**src/hw/tpmon_cfg.svh**
```systemverilog
// register offsets, field positions, reset values and timing counts of the performance monitor
`ifndef TPMON_CFG_SVH
`define TPMON_CFG_SVH
`define TPMON_OFF_INDEX 8'h0E
`define TPMON_OFF_DATA 8'h0F
`define TPMON_OFF_CTRL 8'hC2
`define TPMON_OFF_IEN_LO 8'hC3
`define TPMON_OFF_IEN_HI 8'hC4
`define TPMON_OFF_FLG_LO 8'hC5
`define TPMON_OFF_FLG_HI 8'hC6
`define TPMON_OFF_STATUS 8'hC7
`define TPMON_OFF_FORMAT 8'hC8
`define TPMON_CTRL_AUTO 0
`define TPMON_CTRL_MANUAL 1
`define TPMON_FMT_J1 2
`define TPMON_BIT_FER 0
`define TPMON_BIT_CRC 1
`define TPMON_BIT_ALIGNMENT_CHANGE_COUNT 2
`define TPMON_BIT_OOF 3
`define TPMON_BIT_PATTERN_RECEIVER_ERROR_COUNT 4
`define TPMON_BIT_DDS 5
`define TPMON_BIT_LCV 0
`define TPMON_ID_CRC_LO 4'h0
`define TPMON_ID_CRC_HI 4'h1
`define TPMON_ID_FER_LO 4'h2
`define TPMON_ID_FER_HI 4'h3
`define TPMON_ID_ALIGNMENT_CHANGE_COUNT 4'h4
`define TPMON_ID_OOF 4'h5
`define TPMON_ID_PATTERN_RECEIVER_ERROR_COUNT_LO 4'h6
`define TPMON_ID_PATTERN_RECEIVER_ERROR_COUNT_HI 4'h7
`define TPMON_ID_LCV_LO 4'h8
`define TPMON_ID_LCV_HI 4'h9
`define TPMON_ID_DDS_LO 4'hA
`define TPMON_ID_DDS_HI 4'hB
`define TPMON_RESET_BYTE 8'h00
`define TPMON_CLK_HZ 40000000
`define TPMON_PERIOD_S 1
`define TPMON_PERIOD_CYC (`TPMON_CLK_HZ * `TPMON_PERIOD_S)
`endif

```
**src/hw/tpmon_pkg.sv**
```systemverilog
// types shared by the performance monitor
package tpmon_pkg;
   typedef enum logic [1:0] {
      TPMON_FMT_SF = 2'b00,
      TPMON_FMT_ESF = 2'b01,
      TPMON_FMT_DM = 2'b10,
      TPMON_FMT_SLC = 2'b11
   } tpmon_format_t;
endpackage

```
**src/hw/tpmon_top.sv**
```systemverilog
// t1/j1 performance monitor: event counters, snapshots, indirect access and overflow interrupt
//
// Design decision made here: the plain strobed port.
`include "tpmon_cfg.svh"
module tpmon_top #(
   parameter int unsigned PERIOD_CYC = `TPMON_PERIOD_CYC
) (
   input wire logic clk_sys_in, // system clock 40 mhz
   input wire logic arst_n_in, // async reset, active low
   input wire logic [7:0] reg_addr_in, // register address
   input wire logic [7:0] reg_wdata_in, // register write data
   input wire logic reg_wr_in, // write strobe
   input wire logic reg_rd_in, // read strobe
   output logic [7:0] reg_rdata_out, // read data, cycle after strobe
   input wire logic line_violation_in, // line code violation event
   input wire logic framing_error_in, // f-bit / alignment bit error event
   input wire logic crc_error_in, // crc-6 error event
   input wire logic alignment_change_in, // new f-bit position event
   input wire logic sync_loss_in, // out of sync event
   input wire logic pattern_error_in, // pattern receiver bit error event
   input wire logic dds_error_in, // dds pattern error event
   output logic irq_out // level interrupt, active high
);
   localparam logic [31:0] PERIOD_MAX = 32'(PERIOD_CYC - 1);

   // event inputs come from logic on this clock, so they are read directly
   logic [3:0] index_ff;
   logic auto_update_enable_ff;
   logic manual_update_trigger_ff;
   logic [1:0] format_ff;
   logic j1_mode_ff;
   logic [5:0] ien_lo_ff;
   logic ien_hi_ff;
   logic [5:0] flg_lo_ff;
   logic flg_hi_ff;
   logic [31:0] sec_cnt_ff;
   logic snap;
   // live counters, cleared on every snapshot
   logic [15:0] lcv_ff;
   logic [11:0] fer_ff;
   logic [9:0] crc_ff;
   logic [2:0] alignment_change_count_ff;
   logic [4:0] oof_ff;
   logic [15:0] pattern_receiver_error_count_ff;
   logic [9:0] dds_ff;
   // snapshot copies, the only values software can read
   logic [15:0] lcv_snap_ff;
   logic [11:0] fer_snap_ff;
   logic [9:0] crc_snap_ff;
   logic [2:0] alignment_change_count_snap_ff;
   logic [4:0] oof_snap_ff;
   logic [15:0] pattern_receiver_error_count_snap_ff;
   logic [9:0] dds_snap_ff;
   logic [7:0] nxt_rdata;
   logic [6:0] ovf;
   logic fmt_esf;
   logic fmt_dm;
   logic fmt_t1only_ok;
   logic [7:0] snap_byte;

   // saturating counter step: clear on snapshot but keep a coincident event
   function automatic logic [15:0] cnt_next(input logic [15:0] cur, input logic [15:0] max,
                                            input logic ev, input logic clr);
      logic [15:0] base;
      base = clr ? 16'h0000 : cur;
      if (ev && base != max) begin
         cnt_next = base + 16'h0001;
      end else begin
         cnt_next = base;
      end
   endfunction

   function automatic logic at_max(input logic [15:0] cur, input logic [15:0] max, input logic ev);
      at_max = ev && (cur == max);
   endfunction

   logic wr_ctrl;
   assign wr_ctrl = reg_wr_in && reg_addr_in == `TPMON_OFF_CTRL;

   assign fmt_esf = format_ff == tpmon_pkg::TPMON_FMT_ESF;
   // j1 mode cannot select dm or subscriber_loop_carrier_format; they are treated as superframe
   assign fmt_t1only_ok = !j1_mode_ff;
   assign fmt_dm = (format_ff == tpmon_pkg::TPMON_FMT_DM) && fmt_t1only_ok;

   always_ff @(posedge clk_sys_in or negedge arst_n_in) begin
      if (!arst_n_in) begin
         index_ff <= 4'h0;
      end else if (reg_wr_in && reg_addr_in == `TPMON_OFF_INDEX) begin
         index_ff <= reg_wdata_in[3:0];
      end
   end

   always_ff @(posedge clk_sys_in or negedge arst_n_in) begin
      if (!arst_n_in) begin
         auto_update_enable_ff <= 1'b0;
         manual_update_trigger_ff <= 1'b0;
      end else if (wr_ctrl) begin
         auto_update_enable_ff <= reg_wdata_in[`TPMON_CTRL_AUTO];
         manual_update_trigger_ff <= reg_wdata_in[`TPMON_CTRL_MANUAL];
      end
   end

   always_ff @(posedge clk_sys_in or negedge arst_n_in) begin
      if (!arst_n_in) begin
         format_ff <= 2'b00;
         j1_mode_ff <= 1'b0;
      end else if (reg_wr_in && reg_addr_in == `TPMON_OFF_FORMAT) begin
         format_ff <= reg_wdata_in[1:0];
         j1_mode_ff <= reg_wdata_in[`TPMON_FMT_J1];
      end
   end

   always_ff @(posedge clk_sys_in or negedge arst_n_in) begin
      if (!arst_n_in) begin
         ien_lo_ff <= 6'h00;
         ien_hi_ff <= 1'b0;
      end else if (reg_wr_in) begin
         if (reg_addr_in == `TPMON_OFF_IEN_LO) begin
            ien_lo_ff <= reg_wdata_in[5:0];
         end
         if (reg_addr_in == `TPMON_OFF_IEN_HI) begin
            ien_hi_ff <= reg_wdata_in[`TPMON_BIT_LCV];
         end
      end
   end

   // one second timer; restarts on any snapshot so intervals stay a full second
   always_ff @(posedge clk_sys_in or negedge arst_n_in) begin
      if (!arst_n_in) begin
         sec_cnt_ff <= 32'h0000_0000;
      end else if (snap || !auto_update_enable_ff) begin
         sec_cnt_ff <= 32'h0000_0000;
      end else begin
         sec_cnt_ff <= sec_cnt_ff + 32'h0000_0001;
      end
   end

   assign snap = (auto_update_enable_ff && sec_cnt_ff == PERIOD_MAX)
               || (wr_ctrl && reg_wdata_in[`TPMON_CTRL_MANUAL] && !manual_update_trigger_ff);

   // coincident event kept
   // a coincident event lands in the new interval, so the snapshot stays exact

   // line violations
   // counts in every format
   always_ff @(posedge clk_sys_in or negedge arst_n_in) begin
      if (!arst_n_in) begin
         lcv_ff <= 16'h0000;
      end else begin
         lcv_ff <= cnt_next(lcv_ff, 16'hFFFF, line_violation_in, snap);
      end
   end

   // framing errors
   // f-bit or alignment bit errors, by format
   always_ff @(posedge clk_sys_in or negedge arst_n_in) begin
      if (!arst_n_in) begin
         fer_ff <= 12'h000;
      end else begin
         fer_ff <= 12'(cnt_next({4'h0, fer_ff}, 16'h0FFF, framing_error_in, snap));
      end
   end

   // crc esf only
   // other formats carry no crc, so stray pulses are ignored
   always_ff @(posedge clk_sys_in or negedge arst_n_in) begin
      if (!arst_n_in) begin
         crc_ff <= 10'h000;
      end else begin
         crc_ff <= 10'(cnt_next({6'h00, crc_ff}, 16'h03FF, crc_error_in && fmt_esf, snap));
      end
   end

   // alignment changes
   // small counter, saturates quickly by design
   always_ff @(posedge clk_sys_in or negedge arst_n_in) begin
      if (!arst_n_in) begin
         alignment_change_count_ff <= 3'h0;
      end else begin
         alignment_change_count_ff <= 3'(cnt_next({13'h0000, alignment_change_count_ff}, 16'h0007, alignment_change_in, snap));
      end
   end

   // sync losses
   // one count per loss, the source pulses once
   always_ff @(posedge clk_sys_in or negedge arst_n_in) begin
      if (!arst_n_in) begin
         oof_ff <= 5'h00;
      end else begin
         oof_ff <= 5'(cnt_next({11'h000, oof_ff}, 16'h001F, sync_loss_in, snap));
      end
   end

   // pattern errors
   // counts in every format
   always_ff @(posedge clk_sys_in or negedge arst_n_in) begin
      if (!arst_n_in) begin
         pattern_receiver_error_count_ff <= 16'h0000;
      end else begin
         pattern_receiver_error_count_ff <= cnt_next(pattern_receiver_error_count_ff, 16'hFFFF, pattern_error_in, snap);
      end
   end

   // dds dm only
   // gated off in j1 mode, where dm does not exist
   always_ff @(posedge clk_sys_in or negedge arst_n_in) begin
      if (!arst_n_in) begin
         dds_ff <= 10'h000;
      end else begin
         dds_ff <= 10'(cnt_next({6'h00, dds_ff}, 16'h03FF, dds_error_in && fmt_dm, snap));
      end
   end

   // snapshot copies take the value before the clearing edge
   // line violation copy
   always_ff @(posedge clk_sys_in or negedge arst_n_in) begin
      if (!arst_n_in) begin
         lcv_snap_ff <= 16'h0000;
      end else if (snap) begin
         lcv_snap_ff <= lcv_ff;
      end
   end

   // framing error copy
   always_ff @(posedge clk_sys_in or negedge arst_n_in) begin
      if (!arst_n_in) begin
         fer_snap_ff <= 12'h000;
      end else if (snap) begin
         fer_snap_ff <= fer_ff;
      end
   end

   // crc copy
   always_ff @(posedge clk_sys_in or negedge arst_n_in) begin
      if (!arst_n_in) begin
         crc_snap_ff <= 10'h000;
      end else if (snap) begin
         crc_snap_ff <= crc_ff;
      end
   end

   // alignment change copy
   always_ff @(posedge clk_sys_in or negedge arst_n_in) begin
      if (!arst_n_in) begin
         alignment_change_count_snap_ff <= 3'h0;
      end else if (snap) begin
         alignment_change_count_snap_ff <= alignment_change_count_ff;
      end
   end

   // sync loss copy
   always_ff @(posedge clk_sys_in or negedge arst_n_in) begin
      if (!arst_n_in) begin
         oof_snap_ff <= 5'h00;
      end else if (snap) begin
         oof_snap_ff <= oof_ff;
      end
   end

   // pattern error copy
   always_ff @(posedge clk_sys_in or negedge arst_n_in) begin
      if (!arst_n_in) begin
         pattern_receiver_error_count_snap_ff <= 16'h0000;
      end else if (snap) begin
         pattern_receiver_error_count_snap_ff <= pattern_receiver_error_count_ff;
      end
   end

   // dds copy
   always_ff @(posedge clk_sys_in or negedge arst_n_in) begin
      if (!arst_n_in) begin
         dds_snap_ff <= 10'h000;
      end else if (snap) begin
         dds_snap_ff <= dds_ff;
      end
   end

   assign ovf[`TPMON_BIT_FER] = at_max({4'h0, fer_ff}, 16'h0FFF, framing_error_in) && !snap;
   assign ovf[`TPMON_BIT_CRC] = at_max({6'h00, crc_ff}, 16'h03FF, crc_error_in && fmt_esf) && !snap;
   assign ovf[`TPMON_BIT_ALIGNMENT_CHANGE_COUNT] = at_max({13'h0000, alignment_change_count_ff}, 16'h0007, alignment_change_in) && !snap;
   assign ovf[`TPMON_BIT_OOF] = at_max({11'h000, oof_ff}, 16'h001F, sync_loss_in) && !snap;
   assign ovf[`TPMON_BIT_PATTERN_RECEIVER_ERROR_COUNT] = at_max(pattern_receiver_error_count_ff, 16'hFFFF, pattern_error_in) && !snap;
   assign ovf[`TPMON_BIT_DDS] = at_max({6'h00, dds_ff}, 16'h03FF, dds_error_in && fmt_dm) && !snap;
   assign ovf[6] = at_max(lcv_ff, 16'hFFFF, line_violation_in) && !snap;

   // sticky overflow flags, read clears, set wins
   always_ff @(posedge clk_sys_in or negedge arst_n_in) begin
      if (!arst_n_in) begin
         flg_lo_ff <= 6'h00;
         flg_hi_ff <= 1'b0;
      end else begin
         flg_lo_ff <= ((reg_rd_in && reg_addr_in == `TPMON_OFF_FLG_LO) ? 6'h00 : flg_lo_ff) | ovf[5:0];
         flg_hi_ff <= ((reg_rd_in && reg_addr_in == `TPMON_OFF_FLG_HI) ? 1'b0 : flg_hi_ff) | ovf[6];
      end
   end

   always_ff @(posedge clk_sys_in or negedge arst_n_in) begin
      if (!arst_n_in) begin
         irq_out <= 1'b0;
      end else begin
         irq_out <= |(flg_lo_ff & ien_lo_ff) || (flg_hi_ff && ien_hi_ff);
      end
   end

   always_comb begin
      snap_byte = `TPMON_RESET_BYTE;
      unique case (index_ff)
         `TPMON_ID_CRC_LO: snap_byte = crc_snap_ff[7:0];
         `TPMON_ID_CRC_HI: snap_byte = {6'h00, crc_snap_ff[9:8]};
         `TPMON_ID_FER_LO: snap_byte = fer_snap_ff[7:0];
         `TPMON_ID_FER_HI: snap_byte = {4'h0, fer_snap_ff[11:8]};
         `TPMON_ID_ALIGNMENT_CHANGE_COUNT: snap_byte = {5'h00, alignment_change_count_snap_ff};
         `TPMON_ID_OOF: snap_byte = {3'h0, oof_snap_ff};
         `TPMON_ID_PATTERN_RECEIVER_ERROR_COUNT_LO: snap_byte = pattern_receiver_error_count_snap_ff[7:0];
         `TPMON_ID_PATTERN_RECEIVER_ERROR_COUNT_HI: snap_byte = pattern_receiver_error_count_snap_ff[15:8];
         `TPMON_ID_LCV_LO: snap_byte = lcv_snap_ff[7:0];
         `TPMON_ID_LCV_HI: snap_byte = lcv_snap_ff[15:8];
         `TPMON_ID_DDS_LO: snap_byte = dds_snap_ff[7:0];
         `TPMON_ID_DDS_HI: snap_byte = {6'h00, dds_snap_ff[9:8]};
         default: snap_byte = `TPMON_RESET_BYTE;
      endcase
   end

   always_comb begin
      nxt_rdata = `TPMON_RESET_BYTE;
      unique case (reg_addr_in)
         `TPMON_OFF_INDEX: nxt_rdata = {4'h0, index_ff};
         `TPMON_OFF_DATA: nxt_rdata = snap_byte;
         `TPMON_OFF_CTRL: nxt_rdata = {6'h00, manual_update_trigger_ff, auto_update_enable_ff};
         `TPMON_OFF_IEN_LO: nxt_rdata = {2'h0, ien_lo_ff};
         `TPMON_OFF_IEN_HI: nxt_rdata = {7'h00, ien_hi_ff};
         `TPMON_OFF_FLG_LO: nxt_rdata = {2'h0, flg_lo_ff};
         `TPMON_OFF_FLG_HI: nxt_rdata = {7'h00, flg_hi_ff};
         `TPMON_OFF_STATUS: nxt_rdata = {7'h00, irq_out};
         `TPMON_OFF_FORMAT: nxt_rdata = {5'h00, j1_mode_ff, format_ff};
         default: nxt_rdata = `TPMON_RESET_BYTE;
      endcase
   end

   always_ff @(posedge clk_sys_in or negedge arst_n_in) begin
      if (!arst_n_in) begin
         reg_rdata_out <= 8'h00;
      end else if (reg_rd_in) begin
         reg_rdata_out <= nxt_rdata;
      end else begin
         reg_rdata_out <= 8'h00;
      end
   end
endmodule // tpmon_top

```
**config.mk**
```make
export PLATFORM = sky130hd
export DESIGN_NAME = tpmon_top
export DESIGN_NICKNAME = d
export VERILOG_FILES = /design/src/hw/tpmon_pkg.sv /design/src/hw/tpmon_top.sv
export VERILOG_INCLUDE_DIRS = /design/src /design/src/hw
export SDC_FILE = /design/constraint.sdc
export NUM_CORES = 1
export LEC_CHECK = 0
export BUFFER_PORTS_ARGS = -buffer_cell sky130_fd_sc_hd__buf_2
export CORE_MARGIN = 1.5
export CORE_UTILIZATION = 60
export DETAILED_ROUTE_END_ITERATION = 16
export PLACE_DENSITY = 0.75
export SYNTH_ARGS = -nofsm -noshare
export SYNTH_HDL_FRONTEND = slang
export SYNTH_SLANG_ARGS = --single-unit
```
**constraint.sdc**
```tcl
create_clock -name clk_sys_in -period 4.51 [get_ports clk_sys_in]
set_input_delay 0.2255 -clock clk_sys_in [delete_from_list [all_inputs] [get_ports clk_sys_in]]
set_output_delay 0.2255 -clock clk_sys_in [all_outputs]
set_load 0.005 [all_outputs]
```
==> results of run 1 <==
-- power by group --
part           total, W  switching [W]  internal (W)  leakage [nW]
combinational  0.000442       0.000235      0.000207          2.11
sequential      0.00220       0.000183       0.00201          2.84
clock           0.00179       0.000739       0.00105         0.351
-- worst max-delay path, stage by stage, from the launching register on --
cell       delay, ns
dfrtp_1         0.44
or4b_1          0.57
or3_4           0.39
o32a_4          0.57
and2_1          0.30
ha_1            0.22
and4_1          0.28
nand4bb_1       0.45
nand2_1         0.18
a221o_1         0.34
-- logic make-up (layout without fill, tap and decap cells) --
logic type               after synthesis  count (layout)  share of synthesized area [%]
XOR/XNOR                              68              68                           5.74
buffers and inverters                 56              96                           2.58
flip-flops                           208             208                           50.2
AO/OA/AOI/OAI                        113             113                           7.93
multiplexers                          38              38                           4.41
adder cells (fa/ha/maj)               10              10                           1.21
AND/OR/NAND/NOR                      620             620                           28.0
-- area by class of cell --
type,count,area (µm²)
multi-input combinational,849,4940
inverter,10,37.5
fill,1295,5300
timing repair buffer,46,282
tap,220,275
clock inverter,6,37.5
clock buffer,34,687
sequential,208,5200
-- through the flow --
stage / area, µm² / worst slack [ns] / util, %
6_report: 11500 / 0.610 / 68.4
5_1_grt: 11500 / 0.419 / 68.4
4_1_cts: 11500 / 0.643 / 68.4
3_5_place_dp: 10700 / 0.644 / 63.8
3_3_place_gp: 10700 / 0.678 / 63.8
2_1_floorplan: 10400 / 1.02 / -
-- registers in the layout, indices dropped and copies added (netlist names), 8 cells and up --
| register | cells |
|---|---|
| crc_ff | 10 |
| crc_snap_ff | 10 |
| dds_ff | 10 |
| dds_snap_ff | 10 |
| fer_ff | 12 |
| fer_snap_ff | 12 |
| lcv_ff | 16 |
| lcv_snap_ff | 16 |
| pattern_receiver_error_count_ff | 16 |
| pattern_receiver_error_count_snap_ff | 16 |
| reg_rdata_out | 8 |
| sec_cnt_ff | 32 |
-- synth_stat cells (7+ instances only) --
| library cell | number | share of area (%) |
|---|---|---|
| a31oi_1 | 7 | 0.42 |
| a21oi_1 | 15 | 0.72 |
| a211oi_1 | 8 | 0.58 |
| nor3_1 | 13 | 0.63 |
| and2_1 | 18 | 1.1 |
| inv_1 | 10 | 0.36 |
| o21ai_0 | 22 | 1.1 |
| nand2_1 | 290 | 10 |
| buf_2 | 16 | 0.77 |
| and4_1 | 17 | 1.4 |
| mux2_2 | 22 | 2.4 |
| nand4_1 | 34 | 2.0 |
| clkbuf_1 | 18 | 0.65 |
| nor2_1 | 105 | 3.8 |
| nand3_1 | 77 | 3.7 |
| nor2b_1 | 10 | 0.60 |
| xor2_1 | 53 | 4.5 |
| mux2i_1 | 12 | 1.2 |
| dfrtp_1 | 208 | 50 |
| buf_4 | 8 | 0.58 |
| ha_1 | 10 | 1.2 |
| and3_1 | 20 | 1.2 |
| xnor2_1 | 15 | 1.3 |
| a22oi_1 | 10 | 0.72 |
-- worst min-delay path by stage --
stage,start,end,slack (ns),cells after the start
final,reg_wdata_in[2],j1_mode_ff$_DFFE_PN0P_,0.02,2
after global routing,reg_wdata_in[2],j1_mode_ff$_DFFE_PN0P_,0.01,2
after CTS,reg_wdata_in[2],j1_mode_ff$_DFFE_PN0P_,0.01,2
after detailed placement,fer_snap_ff[4]$_DFFE_PN0P_,fer_snap_ff[4]$_DFFE_PN0P_,0.45,2
after global placement,dds_snap_ff[0]$_DFFE_PN0P_,dds_snap_ff[0]$_DFFE_PN0P_,0.44,2
after floorplan,arst_n_in,alignment_change_count_ff[0]$_DFF_PN0_,-0.07,0
-- per-layer routing --
metal | vias to the layer above | wire length (µm) | track usage, %
li1 | 3948 | - | -
met1 | 4059 | 11100 | 40.4
met2 | 277 | 11200 | 42.7
met3 | 58 | 1690 | 4.69
met4 | 0 | 769 | 9.26
met5 | - | 0 | 0
==> reports/qor.yml, run 1 <==
route:
  drc_errors: 0
  viasPerCell: 6.08
  finalWirelength_um: 24700
  vias: 8342
  first_iter_violations: 674
  drtPass1Iterations: 7
  wire_per_inst_um: 18.0
  ant_nets: 0
global_routing:
  gr-total-overflow: 0
  grt_pass1_vias: 7755
  grt_start_max_net_pins: 134
  grt_pass1_wl_um: 40100
  track_usage_pct: 27.8
  antenna_found_initial: 0
worst_setup_path:
  critPathArrivalTime_ns: 4.29
  r2r_slack_ns: 0.61
  worstSetupPathType: "reg -> reg"
  r2r-start: "sec_cnt_ff[13]$_DFF_PN0_"
  reg2reg_depth: 9
  crit_path_end_kind: "flop"
  timing.rr.end: "pattern_receiver_error_count_ff[0]$_DFF_PN0_"
  critPathCapture: "pattern_receiver_error_count_ff[0]$_DFF_PN0_"
  startpoint: "sec_cnt_ff[13]$_DFF_PN0_"
  startpoint_type: "flop"
  crit_required_ns: 4.90
  cp_max_fo: 64
run_status:
  status: "complete, no violations"
clocking:
  clockBufferDepth: 3
  cts_tree: "done"
  cts_sinks: 208
  cts_buffers: 23
  htree_levels: 1
  clk_pin_slew_ns: 0.06
  ctsResizeCount: 0
  cts-root-buf: "clkbuf_16"
  clk_latency_ns: 0.51
  postCtsHoldBufs: 4
  postCtsSetupBuffers: 0
final_layout:
  fin_nets: 1175
  layout_common_cells: "nand2_1 (290), dfrtp_1 (208), nor2_1 (105), nand3_1 (77), xor2_1 (53)"
  n_antenna_cell: 0
  stdcell_count: 1373
  syn2layout_area_growth_pct: 10.4
  final_common_cell: "nand2_1"
  drive_above_1_share_pct: 9.89
synth:
  syn-num-nets: 1150
  syn_area_per_cell_um2: 9.32
  ys.flop_type: "dfrtp_1"
  synth_cells: 1113
  ys_async_sr_fraction_pct: 100
  yosysWarnings: 0
  synth_seq_cells: 208
  ys_types: 65
  yosysSeqAreaShare_pct: 50.2
  synth_edf_count: 0
  netlist_area_um2: 10400
timing:
  tightest_slew_ns: 1.02
  max_freq_mhz: 256
  drv_slew: 0
  timing.slew.headroom_pct: 31.8
  finalSetupViolCount: 0
  holdWs_ns: 0.0195
  rsz0062_at_grt: "no"
  finalSetupTns_ns: 0
  hold_viol: 0
  clock_skew_ns: 0.00922
  layout_min_cycle_time_ns: 3.90
  period_share_pct: 86.5
place:
  hpwl_um: 16300
  portBuffers: 33
  placedCellCount: 1329
  gp_congestion: 0.913
floorplanning:
  rows: 47
  start_util_pct: 61.9
  pin_count: 36
  dieWidth_um: 135
  die_area_um2: 18100
  core_um2: 16800
  die_h_um: 135
pwr:
  p_leak_nw: 5.31
  vdd_drop_max_v: 0.000307
  power_density_nw_per_um2: 386
  power_w: 0.00443
job:
  maxCapViolCount: 0
hold_path:
  hp-class: "in -> reg"
Power figures use the tool's default switching activity.
==> run 2: changes to the inputs <==
CORE_MARGIN = not set   (was 1.5)
SLEW_MARGIN = 30   (was not set)
==> run 2 against run 1 <==
Power fell by 0.81%. Die area fell by 1.5%. Core utilization rose by 0.14 points. First-iteration DRC count rose by 8.5%. Sequential share of layout area fell by 0.094 points. Fmax rose by 3.5%. Critical path depth rose by 2. Global-route usage rose by 0.37 points. Clock power fell by 2%. Setup slack improved by 0.13 ns. Wire length fell by 0.71%. Count of clock-buffer cells in the layout did not move. Largest cell class unchanged.
==> reports/qor.yml, run 2 (synthesis gave the netlist of run 1 again) <==
run_status:
  status: "complete, no violations"
final_layout:
  drive_above_1_share_pct: 9.82
  num-fill-cells: 1313
  layout_common_cells: "nand2_1 (289), dfrtp_1 (208), nor2_1 (105), nand3_1 (77), xor2_1 (53)"
  fin_nets: 1174
  largest-register: "sec_cnt_ff"
  n_antenna_cell: 0
  multi_input_area_um2: 4960
  regArea_um2: 5200
  syn2layout_area_growth_pct: 10.6
  largest_register_ffs: 32
  final_common_cell: "nand2_1"
worst_setup_path:
  worstSetupPathType: "reg -> reg"
  startpoint: "sec_cnt_ff[13]$_DFF_PN0_"
  slowest_delay_ns: 0.53
  r2r_slack_ns: 0.74
  crit_required_ns: 4.86
  critPathBufInv: 1
  r2r-start: "sec_cnt_ff[13]$_DFF_PN0_"
  cp_num_cells: 11
  startpoint_type: "flop"
  critPathArrivalTime_ns: 4.12
  path_delay_family: "simple AND/OR/NAND/NOR gates"
  crit_path_end_kind: "flop"
  cp_slowest_cell: "or4b_1"
  cp_max_fo: 50
  critPathCapture: "fer_ff[11]$_DFF_PN0_"
  timing.rr.end: "fer_ff[11]$_DFF_PN0_"
  crit_chain: "or4b_1 > or3_4 > o32a_4 > buf_4 > and2_4 > ha_1 > and2_1 > and4_1 > nor4_1 > xnor2_1 > nor2_1"
  reg2reg_depth: 11
route:
  vias: 8339
  finalWirelength_um: 24500
  drc_errors: 0
  wire_per_inst_um: 17.9
  ant_nets: 0
  viasPerCell: 6.08
  first_iter_violations: 731
  drtPass1Iterations: 6
timing:
  period_share_pct: 83.6
  finalSetupTns_ns: 0
  fin_ws_ns: 0.742
  clock_skew_ns: 0.00729
  timing.slew.headroom_pct: 37.5
  drv_slew: 0
  finalSetupViolCount: 0
  tightest_slew_ns: 0.937
  layout_min_cycle_time_ns: 3.77
  rsz0062_at_grt: "no"
  max_freq_mhz: 265
  hold_viol: 0
floorplanning:
  rows: 47
  dieWidth_um: 134
  start_util_pct: 61.9
  die_h_um: 134
  core_um2: 16800
  die_area_um2: 17800
  pin_count: 36
job:
  maxCapViolCount: 0
pwr:
  power_density_nw_per_um2: 382
  p_int_w: 0.00325
  switching_share_pct: 26.0
  clockPowerShare_pct: 39.8
  p_leak_nw: 5.35
  vdd_drop_max_v: 0.000365
  p_seq_share_pct: 50.0
  p_switching_w: 0.00114
  power_frac_comb_pct: 10.2
global_routing:
  track_usage_pct: 28.1
  gr-total-overflow: 0
  grt_start_max_net_pins: 123
  grt_pass1_vias: 7863
  grt_pass1_wl_um: 40100
  antenna_found_initial: 0
place:
  hpwl_um: 16200
  pre_cts_ws_ns: 0.776
  gp_congestion: 0.952
  portBuffers: 33
clocking:
  clk_pin_slew_ns: 0.06
  cts-root-buf: "clkbuf_16"
  cts_sinks: 208
  clk_latency_ns: 0.50
  htree_levels: 1
  cts_tree: "done"
  cts_buffers: 22
  clockBufferDepth: 3
hold_path:
  hp-class: "in -> reg"
run 2: cell types whose count changed in the layout (fill, tap and decap cells not counted):
cell           delta
buf_12            +1
buf_8             +1
nor4_4            +2
nand2_2           +1
buf_16            +1
clkinv_2          +1
clkinvlp_4        -3
nand2_1           -1
clkbuf_1          +1
nor4_2            -2
clkbuf_8          -2
dlygate4sd3_1     -1
buf_4             -1
run 2: what timing repair did:
item,CTS,global route
gates resized for setup,0,0
setup buffers,0,0
hold buffers,3,0
endpoints found under the hold margin,123,0
run 2: worst min-delay path by stage:
stage	slack (ns)	to	startpoint	cells after the start
floorplan	-0.07	alignment_change_count_ff[0]$_DFF_PN0_	arst_n_in	0
global placement	0.43	crc_ff[8]$_DFF_PN0_	arst_n_in	1
detailed placement	0.44	crc_ff[8]$_DFF_PN0_	arst_n_in	1
CTS	0.0004	index_ff[3]$_DFFE_PN0P_	reg_wdata_in[3]	2
global route	0.008	index_ff[2]$_DFFE_PN0P_	reg_wdata_in[2]	2
finish	0.005	flg_lo_ff[2]$_DFF_PN0_	alignment_change_in	3
run 2: area by class of cell:
cell class / instances / share of cell area (%)
clock inverter: 4 / 0.174
multi-input combinational: 849 / 43.2
clock buffer: 34 / 5.89
timing repair buffer: 46 / 2.72
sequential: 208 / 45.3
tap: 220 / 2.40
inverter: 10 / 0.327
run 2: worst register-to-register path: stages (launching register included):
cell	delay, ns
dfrtp_1	0.44
or4b_1	0.53
or3_4	0.38
o32a_4	0.48
buf_4	0.37
and2_4	0.25
ha_1	0.21
and2_1	0.17
and4_1	0.28
nor4_1	0.28
xnor2_1	0.16
nor2_1	0.05
run 2: stage by stage:
stage                     hold slack [ns]  instance area (µm²)  cells  utilization, %  total power (W)
after global routing              0.00794                11500   1371            68.5          0.00457
after CTS                        0.000372                11400   1370            68.3          0.00441
after global placement              0.433                10700   1329            63.9          0.00264
after floorplan                   -0.0701                10400   1113               -          0.00249
after detailed placement            0.440                10700   1329            63.9          0.00267
final                             0.00512                11500   1371            68.5          0.00439
run 2: layer usage:
metal  wire length, µm  up-vias  GRT usage, %
li1                  -     3933             -
met1             11100     4067          40.8
met2             11000      285          43.4
met3              1520       54          4.00
met4               903        0          9.79
met5                 0        -             0
run 2: power groups by stage:
stage          Sequential (W)  Clock [W]  Combinational (W)
2_1_floorplan         0.00216          0           0.000330
3_3_place_gp          0.00222          0           0.000421
4_1_cts               0.00219    0.00177           0.000449
5_1_grt               0.00221    0.00184           0.000514
6_report              0.00219    0.00175           0.000448
3_5_place_dp          0.00222          0           0.000443
==> run 3: changes to the inputs <==
ABC_AREA = 1   (was not set)
clock period = 3.8 ns   (was 4.51 ns; I/O delays follow)
==> run 3 against run 2 <==
Clock power rose by 34%. Cell area rose by 9.4%. Clock skew rose by 0.0037 ns. Combinational power rose by 60%. Core utilization fell by 1.4 points. Register-to-register slack got worse by 0.32 ns. Critical path depth rose by 9. Global-route usage rose by 0.13 points. Non-clock buffer count rose by 7. Wire length rose by 9.3%. Sequential power rose by 16%. Die area rose by 9.8%.
==> reports/qor.yml, run 3 <==
floorplanning:
  core_um2: 18700
  dieWidth_um: 140
  pin_count: 36
  rows: 50
  start_util_pct: 61.0
  die_area_um2: 19600
  die_h_um: 140
final_layout:
  design_area_um2: 12600
  final_common_cell: "nand2_1"
  largest_register_ffs: 32
  num-fill-cells: 1589
  n_antenna_cell: 0
  drive_above_1_share_pct: 9.03
  fin_nets: 1572
  syn2layout_area_growth_pct: 10.0
  layout_common_cells: "nand2_1 (416), inv_1 (228), dfrtp_1 (208), nor2_1 (164), o21ai_0 (82)"
  largest-register: "sec_cnt_ff"
clocking:
  ctsResizeCount: 0
  cts_buffers: 23
  cts_tree: "done"
  clk_pin_slew_ns: 0.06
  clockBufferDepth: 3
  htree_levels: 1
  clk_latency_ns: 0.51
  cts_sinks: 208
  cts-root-buf: "clkbuf_16"
pwr:
  power_w: 0.00560
  clockPowerShare_pct: 41.7
  power_frac_comb_pct: 12.8
  p_switching_w: 0.00152
  switching_share_pct: 27.1
  vdd_drop_max_v: 0.000343
  p_int_w: 0.00408
  power_density_nw_per_um2: 446
  p_leak_nw: 6.01
  p_seq_share_pct: 45.5
place:
  gp_congestion: 0.923
  hpwl_um: 19200
  placed_area_um2: 11700
  portBuffers: 33
route:
  wire_per_inst_um: 15.0
  first_iter_violations: 869
  drc_errors: 0
  ant_nets: 0
  drtPass1Iterations: 6
  vias: 9754
  viasPerCell: 5.46
  finalWirelength_um: 26800
synth:
  syn_area_per_cell_um2: 7.64
  synth_seq_cells: 208
  synth.top_cell.area_share_pct: 45.6
  synth_top_family_by_area: "simple AND/OR/NAND/NOR gates"
  netlist_area_um2: 11400
  synthSimpleGateAreaFrac_pct: 29.5
  synth_cells: 1493
  yosys.area.top_type: "dfrtp_1"
  ys_types: 51
  synth.top_cells.by_count: "nand2_1 (416), inv_1 (228), dfrtp_1 (208), nor2_1 (164), o21ai_0 (82)"
  ys_async_sr_fraction_pct: 100
  ys.flop_type: "dfrtp_1"
  synth_xor_area_share_pct: 3.84
  syn-num-nets: 1530
  muxShareOfSynthArea_pct: 0.592
  ys_top_cells_by_area: "dfrtp_1 (46%), nand2_1 (14%), inv_1 (7.5%), nor2_1 (5.4%), o21ai_0 (3.6%)"
  synth_edf_count: 0
  synthAdderAreaFrac_pct: 1.10
  yosysWarnings: 0
  yosys.cell_count.top_type: "nand2_1"
  yosysSeqAreaShare_pct: 45.6
  synth-compound-area-share_pct: 9.18
global_routing:
  grt_pass1_vias: 9241
  track_usage_pct: 28.3
  grt_start_max_net_pins: 91
  gr-total-overflow: 0
  antenna_found_initial: 0
  grt_pass1_wl_um: 44800
timing:
  max_freq_mhz: 296
  holdWs_ns: 0.0159
  tightest_slew_ns: 0.726
  clock_skew_ns: 0.0110
  timing.slew.headroom_pct: 51.6
  drv_slew: 0
  period_share_pct: 88.9
  finalSetupTns_ns: 0
  rsz0062_at_grt: "no"
  hold_viol: 0
  layout_min_cycle_time_ns: 3.38
  finalSetupViolCount: 0
worst_setup_path:
  cp_max_fo: 21
  crit_required_ns: 4.20
  worstSetupPathType: "reg -> reg"
  critPathArrivalTime_ns: 3.78
  crit_path_end_kind: "flop"
  startpoint_type: "flop"
job:
  maxCapViolCount: 0
hold_path:
  hp-class: "in -> reg"
run_status:
  status: "complete, no violations"
## run 3: cell types whose count changed in the layout (fill, tap and decap cells not counted), sizes merged, moves of 20 or more
| cell | previous run | this run |
|---|---|---|
| and2 | 21 | 0 |
| and3 | 20 | 0 |
| inv | 10 | 232 |
| nand2 | 290 | 426 |
| nor2 | 105 | 178 |
| o21ai | 22 | 112 |
## run 3: path summary, 6_finish.rpt
kind | end | start | cells after the start | slack, ns
min in group asynchronous | alignment_change_count_ff[0]$_DFF_PN0_ | arst_n_in | 2 | 0.27
min | fer_ff[10]$_DFF_PN0_ | framing_error_in | 4 | 0.02
max | fer_ff[1]$_DFF_PN0_ | sec_cnt_ff[0]$_DFF_PN0_ | 20 | 0.42
max in group asynchronous | pattern_receiver_error_count_ff[7]$_DFF_PN0_ | arst_n_in | 3 | 2.37
max reg2reg | fer_ff[1]$_DFF_PN0_ | sec_cnt_ff[0]$_DFF_PN0_ | 20 | 0.42
min reg2reg | sec_cnt_ff[0]$_DFF_PN0_ | sec_cnt_ff[0]$_DFF_PN0_ | 1 | 0.47
## run 3: worst max-delay path: stages (launching register included)
cell and delay (ns):
dfrtp_1 0.40, ha_1 0.22, nand2_1 0.06, inv_1 0.05, nand2_1 0.13, nor2_2 0.09
nand3_2 0.16, nand2_4 0.20, inv_2 0.28, nand2_1 0.14, inv_1 0.10, ha_1 0.15
inv_1 0.07, nor2_1 0.13, nand3b_2 0.12, nor2_2 0.15, nand3_2 0.12, nand2_1 0.33
inv_1 0.23, nand2_1 0.11, nand2_1 0.05
## run 3: cell type report
type	count	area, µm²	share of cell area [%]
flip-flops and latches	208	5200	41.4
inverters	234	880	7.00
clock inverters	14	183	1.45
multi-input cells	1015	5050	40.2
well taps	234	293	2.33
clock buffers	27	611	4.86
repair buffers	53	342	2.72
## run 3: stage by stage
step | utilization (%) | setup slack [ns] | instances
global route | 67.1 | 0.116 | 1785
CTS | 67.1 | 0.431 | 1785
finish | 67.1 | 0.420 | 1785
floorplan | - | 0.885 | 1493
detailed placement | 62.5 | 0.456 | 1737
global placement | 62.5 | 0.553 | 1737
## run 3: power by group through the flow
stage          registers [W]  logic (W)  clock network [W]
3_3_place_gp         0.00257   0.000680                  0
4_1_cts              0.00254   0.000724            0.00236
2_1_floorplan        0.00252   0.000536                  0
5_1_grt              0.00256   0.000832            0.00245
3_5_place_dp         0.00258   0.000709                  0
6_report             0.00255   0.000717            0.00234
## run 3: logic make-up (layout without fill, tap and decap cells)
kind of cell | Yosys count | after routing
buffers and inverters | 270 | 328
flip-flops | 208 | 208
AND/OR/NAND/NOR | 767 | 767
adder cells (fa/ha/maj) | 10 | 10
AO/OA/AOI/OAI | 182 | 182
multiplexers | 6 | 6
XOR/XNOR | 50 | 50
## run 3: routing by layer
layer,part of all wire [%],GRT usage (%)
met5,0,0
met4,2.5,8.21
met3,5.7,3.45
met2,46,45.2
met1,46,40.6
## run 3: what timing repair did
action,CTS,global route
hold buffers,7,0
setup buffers,0,0
hold endpoints to repair,96,0
